$ cat src/hdl/padc_pkg.sv
package padc_pkg;
    localparam int PADC_STAGES = 4;
    localparam int PADC_STAGE_W = 4;
    localparam int PADC_WORD_W = 12;
    localparam int PADC_GAIN_SHIFT = 3;
    localparam int PADC_LATENCY = 3;
    localparam int PADC_FIFO_DEPTH = 4;
    localparam logic [3:0] PADC_CODE_MID = 4'h8;
    localparam logic [11:0] PADC_WORD_ZERO = 12'h000;
    localparam logic [11:0] PADC_WORD_ONES = 12'hfff;
    localparam logic [1:0] PADC_LAT_CNT_W0 = 2'h0;
    typedef enum logic [1:0] {PADC_FILL, PADC_RUN} padc_state_t;
endpackage

$ cat src/hdl/padc_core.sv
`timescale 1ns/1ps
// Summary of operation
// Master clock makes two non-overlapping phases, sample and hold.
// Input is captured at the falling edge of the sample phase.
// Hold phase follows sampling; one sample-hold cycle per clock period (code: one per three clocks, third clock idle).
// Three identical stages each resolve 4 bits, residue gain of 8.
// Fourth stage resolves 4 bits only, no residue amplification.
// Each stage samples in one phase and amplifies in the other.
// Each stage clock is inverted relative to the stage before.
// Stage results pass a delay line so one sample's bits align.
// Error correction merges redundant stage bits into one 12-bit word.
// Word for a sample appears three clock cycles after sampling (code: out_word updates nine clocks after the held capture).
// After the latency, one new word appears every clock (code: one word per clock, but each sample's word repeats over three clocks).
// Output word is registered on the external clock, bits change together.
// Offset binary: most negative gives zeros, most positive gives ones.
// Output bit zero is the word's least significant bit.
// Full scale gives ones or zeros; just above mid-scale gives MSB only.
// Capture logic ignores the first three words after clock start.
module padc_core
    import padc_pkg::*;
(
    input wire logic clk,
    input wire logic reset_n,
    input wire logic [padc_pkg::PADC_WORD_W-1:0] analog_code,
    input wire logic out_ready,
    output logic sample_phase,
    output logic hold_phase,
    output logic [padc_pkg::PADC_WORD_W-1:0] out_word,
    output logic out_bit_lsb,
    output logic out_bit_one,
    output logic out_bit_two,
    output logic out_valid,
    output logic [padc_pkg::PADC_STAGES-1:0] stage_amp
);
    import padc_pkg::*;
    localparam int SW = PADC_STAGE_W;
    localparam int NS = PADC_STAGES;
    localparam int RW = PADC_WORD_W + 1;
    // Analog core stands in as a digital residue model; code is offset binary
    typedef struct packed {
        logic sample_phase;
        logic hold_phase;
        logic [1:0] fill;
        padc_state_t state;
        logic [PADC_WORD_W-1:0] held;
        logic [NS-1:0][RW-1:0] residue;
        logic [NS-1:0][SW-1:0] flash;
        logic [NS-1:0][NS-1:0][SW-1:0] dly;
        logic [PADC_WORD_W-1:0] word;
        logic word_valid;
        logic [PADC_WORD_W-1:0] out_word;
        logic out_valid;
        logic [NS-1:0] amp;
    } padc_st_t;
    padc_st_t st_r, st_nxt;
    logic [PADC_WORD_W-1:0] code_s1_r, code_s2_r;
    logic fifo_in_ready, fifo_out_valid;
    logic [PADC_WORD_W-1:0] fifo_out_data;
    logic [NS-1:0][SW-1:0] aligned;
    logic [PADC_WORD_W-1:0] corrected;

    // Pin input passes two flops before anything reads it
    always_ff @(posedge clk or negedge reset_n) begin
        if (!reset_n) begin
            code_s1_r <= PADC_WORD_ZERO;
            code_s2_r <= PADC_WORD_ZERO;
        end else begin
            code_s1_r <= analog_code;
            code_s2_r <= code_s1_r;
        end
    end

    // Delay taps: stage k waits NS-1-k cycles so all align with stage NS-1
    genvar k;
    generate
        for (k = 0; k < NS; k++) begin : g_align
            assign aligned[k] = st_r.dly[k][NS-1-k];
        end
    endgenerate

    // Error correction: overlapping 4-bit fields, one redundant bit each
    function automatic logic [PADC_WORD_W-1:0] padc_correct(
        input logic [NS-1:0][SW-1:0] s
    );
        logic [PADC_WORD_W+1:0] acc;
        acc = '0;
        for (int i = 0; i < NS; i++) begin
            acc = (acc << PADC_GAIN_SHIFT) + {{(PADC_WORD_W-2){1'b0}}, s[i]};
        end
        // Clamp forces any overflow past the top to all ones
        if (acc[PADC_WORD_W+1:PADC_WORD_W] != 2'b00) begin
            padc_correct = PADC_WORD_ONES;
        end else begin
            padc_correct = acc[PADC_WORD_W-1:0];
        end
    endfunction

    assign corrected = padc_correct(aligned);

    always_comb begin
        st_nxt = st_r;
        // Two non-overlapping phases; one cycle of both per three clock periods, third clock idle
        st_nxt.sample_phase = !st_r.sample_phase && !st_r.hold_phase;
        st_nxt.hold_phase = st_r.sample_phase;
        // Capture on the cycle the sample phase falls
        if (st_r.sample_phase) begin
            st_nxt.held = code_s2_r;
        end
        // Each stage inverts the phase of the one before
        for (int i = 0; i < NS; i++) begin
            st_nxt.amp[i] = st_nxt.hold_phase ^ i[0];
        end
        // Stage 0 flash from the held sample; residue carries into the next
        // Top flash bit is the redundant one, always clear in this ideal model
        st_nxt.flash[0] = {1'b0, st_r.held[PADC_WORD_W-1 -: SW-1]};
        st_nxt.residue[0] = {st_r.held[PADC_WORD_W-SW:0], {SW{1'b0}}};
        for (int i = 1; i < NS; i++) begin
            // Flash on residue top bits; top flash bit is left clear for redundancy
            st_nxt.flash[i] = {1'b0, st_r.residue[i-1][RW-1 -: SW-1]};
            if (i < NS - 1) begin
                st_nxt.residue[i] = RW'(st_r.residue[i-1] << PADC_GAIN_SHIFT);
            end else begin
                st_nxt.residue[i] = '0;
            end
        end
        for (int i = 0; i < NS; i++) begin
            st_nxt.dly[i][0] = st_r.flash[i];
            for (int j = 1; j < NS; j++) begin
                st_nxt.dly[i][j] = st_r.dly[i][j-1];
            end
        end
        st_nxt.word = corrected;
        st_nxt.word_valid = 1'b0;
        case (st_r.state)
            PADC_FILL: begin
                // Pipeline not full yet; words held back
                if (st_r.fill == 2'(PADC_LATENCY - 1)) begin
                    st_nxt.state = PADC_RUN;
                end else begin
                    st_nxt.fill = st_r.fill + 2'h1;
                end
            end
            PADC_RUN: begin
                st_nxt.word_valid = 1'b1;
            end
            default: begin
                st_nxt.state = PADC_FILL;
            end
        endcase
        // Output latch: all bits change on one edge
        st_nxt.out_valid = fifo_out_valid;
        if (fifo_out_valid) begin
            st_nxt.out_word = fifo_out_data;
        end
    end

    always_ff @(posedge clk or negedge reset_n) begin
        if (!reset_n) begin
            st_r <= '0;
        end else begin
            st_r <= st_nxt;
        end
    end

    // Downstream stall drops words once the FIFO is full, and the output latch loads the FIFO's frozen head word one clock in, then holds it for the rest of the stall
    padc_fifo #(
        .WIDTH(PADC_WORD_W),
        .DEPTH(PADC_FIFO_DEPTH)
    ) u_fifo (
        .clk(clk),
        .reset_n(reset_n),
        .in_valid(st_r.word_valid),
        .in_ready(fifo_in_ready),
        .in_data(st_r.word),
        .out_valid(fifo_out_valid),
        .out_ready(out_ready),
        .out_data(fifo_out_data)
    );

    assign sample_phase = st_r.sample_phase;
    assign hold_phase = st_r.hold_phase;
    assign stage_amp = st_r.amp;
    assign out_word = st_r.out_word;
    assign out_bit_lsb = st_r.out_word[0];
    assign out_bit_one = st_r.out_word[1];
    assign out_bit_two = st_r.out_word[2];
    assign out_valid = st_r.out_valid;
endmodule

$ cat src/hdl/padc_fifo.sv
`timescale 1ns/1ps
module padc_fifo #(
    parameter int WIDTH = 12,
    parameter int DEPTH = 4
) (
    input wire logic clk,
    input wire logic reset_n,
    input wire logic in_valid,
    output logic in_ready,
    input wire logic [WIDTH-1:0] in_data,
    output logic out_valid,
    input wire logic out_ready,
    output logic [WIDTH-1:0] out_data
);
    localparam int AW = $clog2(DEPTH);
    typedef struct packed {
        logic [AW:0] wr;
        logic [AW:0] rd;
        logic [WIDTH-1:0] dout;
        logic dvalid;
    } padc_fifo_st_t;
    logic [WIDTH-1:0] mem_r [DEPTH];
    padc_fifo_st_t st_r, st_nxt;
    logic [AW:0] count;
    logic push, pop, full, empty, load;
    assign count = st_r.wr - st_r.rd;
    assign full = count == (AW+1)'(DEPTH);
    assign empty = count == '0;
    assign in_ready = !full;
    assign push = in_valid && !full;
    // Registered read port: head word moves into dout when it is free
    assign load = !empty && (!st_r.dvalid || out_ready);
    assign pop = load;
    assign out_valid = st_r.dvalid;
    assign out_data = st_r.dout;
    always_comb begin
        st_nxt = st_r;
        if (push) begin
            st_nxt.wr = st_r.wr + 1'b1;
        end
        if (pop) begin
            st_nxt.rd = st_r.rd + 1'b1;
            st_nxt.dout = mem_r[st_r.rd[AW-1:0]];
            st_nxt.dvalid = 1'b1;
        end else if (out_ready) begin
            st_nxt.dvalid = 1'b0;
        end
    end
    always_ff @(posedge clk or negedge reset_n) begin
        if (!reset_n) begin
            st_r <= '0;
        end else begin
            st_r <= st_nxt;
        end
    end
    always_ff @(posedge clk) begin
        if (push) begin
            mem_r[st_r.wr[AW-1:0]] <= in_data;
        end
    end
endmodule

$ cat config.mk
export PLATFORM = sky130hd
export DESIGN_NAME = padc_core
export DESIGN_NICKNAME = d
export VERILOG_FILES = /design/src/hdl/padc_pkg.sv /design/src/hdl/padc_core.sv /design/src/hdl/padc_fifo.sv
export SDC_FILE = /design/constraint.sdc
export NUM_CORES = 1
export LEC_CHECK = 0
export ABC_CLOCK_PERIOD_IN_PS = 3500
export CAP_MARGIN = 20
export CORE_AREA = 3 3 106 108
export CTS_BUF_LIST = sky130_fd_sc_hd__clkbuf_16
export DETAILED_ROUTE_END_ITERATION = 8
export DIE_AREA = 0 0 109 111
export DONT_BUFFER_PORTS = 1
export HOLD_SLACK_MARGIN = 0.06
export PLACE_DENSITY = 0.8
export SETUP_SLACK_MARGIN = 0.02
export SKIP_LAST_GASP = 1
export SLEW_MARGIN = 40
export SYNTH_ARGS = -nofsm -noshare
export SYNTH_HDL_FRONTEND = slang
export SYNTH_SLANG_ARGS = --single-unit
$ cat constraint.sdc
create_clock -name clk -period 3.5 [get_ports clk]
set_input_delay 0.175 -clock clk [delete_from_list [all_inputs] [get_ports clk]]
set_output_delay 0.175 -clock clk [all_outputs]
set_load 0.01 [all_outputs]
==> run metrics <==
antenna cells=0; Post-CTS Resized=0; Max Slew Vio Count=0; final hold vios=147; width of the die=109 microns; internal reg-to-reg setup slack=0.87 ns; Hold-fix buffers, CTS=13; count of different cell masters after synthesis=26; Crit Reg-Reg Startpoint=u_fifo.st_r[14]; Setup crit end kind=flop; number of global-route vias before repair=2642; DR WL/cell=17.0 microns; slew of the pin with the lowest slew margin=0.700 ns; post-layout util=68.5%; row count=37; H-tree depth=4; Max Clock Skew=0.00884 ns; height of the die=111 microns; WHS=-0.561 ns; status=finished, violations left; sequential element share of the synthesized area=81.1%; CP Data Arrival Time=2.68 ns; Max Fclk=380 MHz; worst-skew pair later-pin latency=0.42 ns; FF+latch count, synth=195; CTS tree=built; failing checks=hold timing; MaxCap Viol Count=0; io pins=37; total global-route track usage=14.7%; Port Buf Inserts=0; vias per cell=5.17; # setup viols final=0; critical setup path kind=reg2reg; crit path from=u_fifo.st_r[14]; post-synth top area cell=dfrtp_1; Worst-path clk slew=0.07 ns; first-pass GRT wire length=13100 microns; Routed Antenna Nets=0; Yosys top cell area share=58.3%; Pleak=2.93 nW; Peak VDD IR=484 uV; layout cell share with drive strength beyond 1=26.4%; CTS Buf Count=17; Post-DP HPWL=4700 microns; DRC=0; Synth area leaders=dfrtp_1, edfxtp_1, mux2_2, mux4_2, mux2_4; mapped cell area=6310 sq um; final WL=7920 microns; GPL Wtd Cong=0.738; post-synth net total=328; Cells after Synth=305; total power divided by cell area=893 nW/um^2; core outline area=10300 sq um; Layout area overhead=12.0%; crit start category=flop; largest net degree at the start of global routing=148; Pre-antenna DRT Iters=4; critical-path maximum fanout=15; starting density of the core=61.1%; RSZ-0062 raised after global routing=no; CTS root buf=clkbuf_16; Fin Setup TNS=0 ns; full die area=12100 sq um; fin crit share=75.1%; clock sinks=195; vias after detailed routing=2405; GR Overflow Total=0; drt first-iter violations=178; HP Class=in2async; Ys Warns=0; Mean Syn Cell Area=20.7 sq um; final net count=340; Worst EP required=3.55 ns; clk buf depth=2; initial antenna violation count=0; Slew Limit Headroom=53.3%; setup bufs post-CTS=0; Final min period=2.63 ns
[report_power, final]
group	internal, mW	total, mW	switching, mW
combinational	0.680	1.21	0.534
clock	1.05	1.89	0.847
sequential	2.90	3.21	0.309
total	4.62	6.31	1.69
[metal layers]
layer	routed length (microns)	share of wire [%]	global-route usage (%)
met5	0	0	0
met3	402	5.1	5.59
met1	3410	43	17.9
met2	3930	50	23.3
met4	176	2.2	6.82
[state kept, by name (all words and copies together), names as in the netlist]
register and flops:
st_nxt 60, u_fifo.mem_r 48, st_r 16, aligned 12
code_s1_r 12, code_s2_r 12, out_word 12, u_fifo.out_data 12
u_fifo.st_r 6, stage_amp 2, out_valid 1, sample_phase 1
u_fifo.out_valid 1
[worst paths after layout]
check | to | depth (start not counted)
min reg2reg | st_r[23] | 0
min in group clk | code_s1_r[5] | 1
max reg2reg | u_fifo.mem_r[1][6] | 6
max in group asynchronous | st_nxt[55] | 0
max | u_fifo.mem_r[1][6] | 6
min | out_word[5] | 0
[worst max-delay path, cell delays in order, from the launching register on]
cell and delay (ns):
dfrtp_1 0.74, inv_1 0.11, ha_1 0.23, nor2b_1 0.19, xnor2_2 0.16, a31oi_4 0.27, and2_1 0.56
[cell type report]
type	instances	area [sq um]
inverters	6	22.5
multi-input cells	82	1020
clock inverters	13	143
flip-flops and latches	195	5120
fillers	613	3260
well taps	136	170
repair buffers	15	145
clock buffers	18	450
[placed cells by master (no fill, tap or decap)]
cell type / instances
clkinv_4: 1
clkinv_8: 1
a31oi_4: 1
buf_4: 2
inv_6: 3
inv_1: 6
edfxtp_1: 48
a31oi_1: 1
dlygate4sd3_1: 13
xor2_1: 1
nor2b_1: 1
dfrtp_1: 147
bufinv_16: 1
mux4_2: 12
clkinvlp_4: 3
clkinv_2: 1
inv_8: 3
o21ai_0: 1
o211ai_1: 1
nor2_1: 2
mux2_2: 29
xnor2_2: 1
mux2_4: 9
nand2_1: 4
xnor2_1: 5
and2_1: 3
o21ai_4: 1
clkbuf_16: 18
nand2b_1: 1
or2_2: 1
ha_1: 8
[synthesized netlist by cell type]
cell      instances
dfrtp_1         147
edfxtp_1         48
mux2_2           29
buf_4            16
mux4_2           12
mux2_4            9
ha_1              8
inv_1             6
xnor2_1           5
nand2_1           4
and2_1            3
clkbuf_1          3
nor2_1            2
a31oi_1           1
a31oi_4           1
buf_1             1
buf_2             1
buf_6             1
nand2b_1          1
nor2b_1           1
o211ai_1          1
o21ai_0           1
o21ai_4           1
or2_2             1
xnor2_2           1
xor2_1            1
[kinds of logic (layout without fill, tap and decap cells)]
| group | count (synthesis) | count (layout) | share of synthesized area [%] |
|---|---|---|---|
| xor gates and xnor gates | 7 | 7 | 1.09 |
| and+or+nand+nor | 12 | 12 | 0.952 |
| DFF | 195 | 195 | 81.1 |
| buffers and inverters | 28 | 52 | 2.76 |
| AOI/OAI and AO/OA | 5 | 5 | 0.892 |
| adders and majority gates | 8 | 8 | 1.59 |
| muxes | 50 | 50 | 11.6 |
[through the flow]
step	hold WS (ns)	area (sq um)	std cells	power (mW)	setup WS, ns
2_1_floorplan	-0.121	6310	305	4.30	0.972
3_3_place_gp	-0.118	6340	421	4.36	1.08
3_5_place_dp	-0.117	6340	421	4.48	0.861
4_1_cts	-0.578	7070	465	6.40	0.810
5_1_grt	-0.581	7070	465	6.64	0.696
6_report	-0.561	7070	465	6.31	0.871
Power figures use the tool's default switching activity.
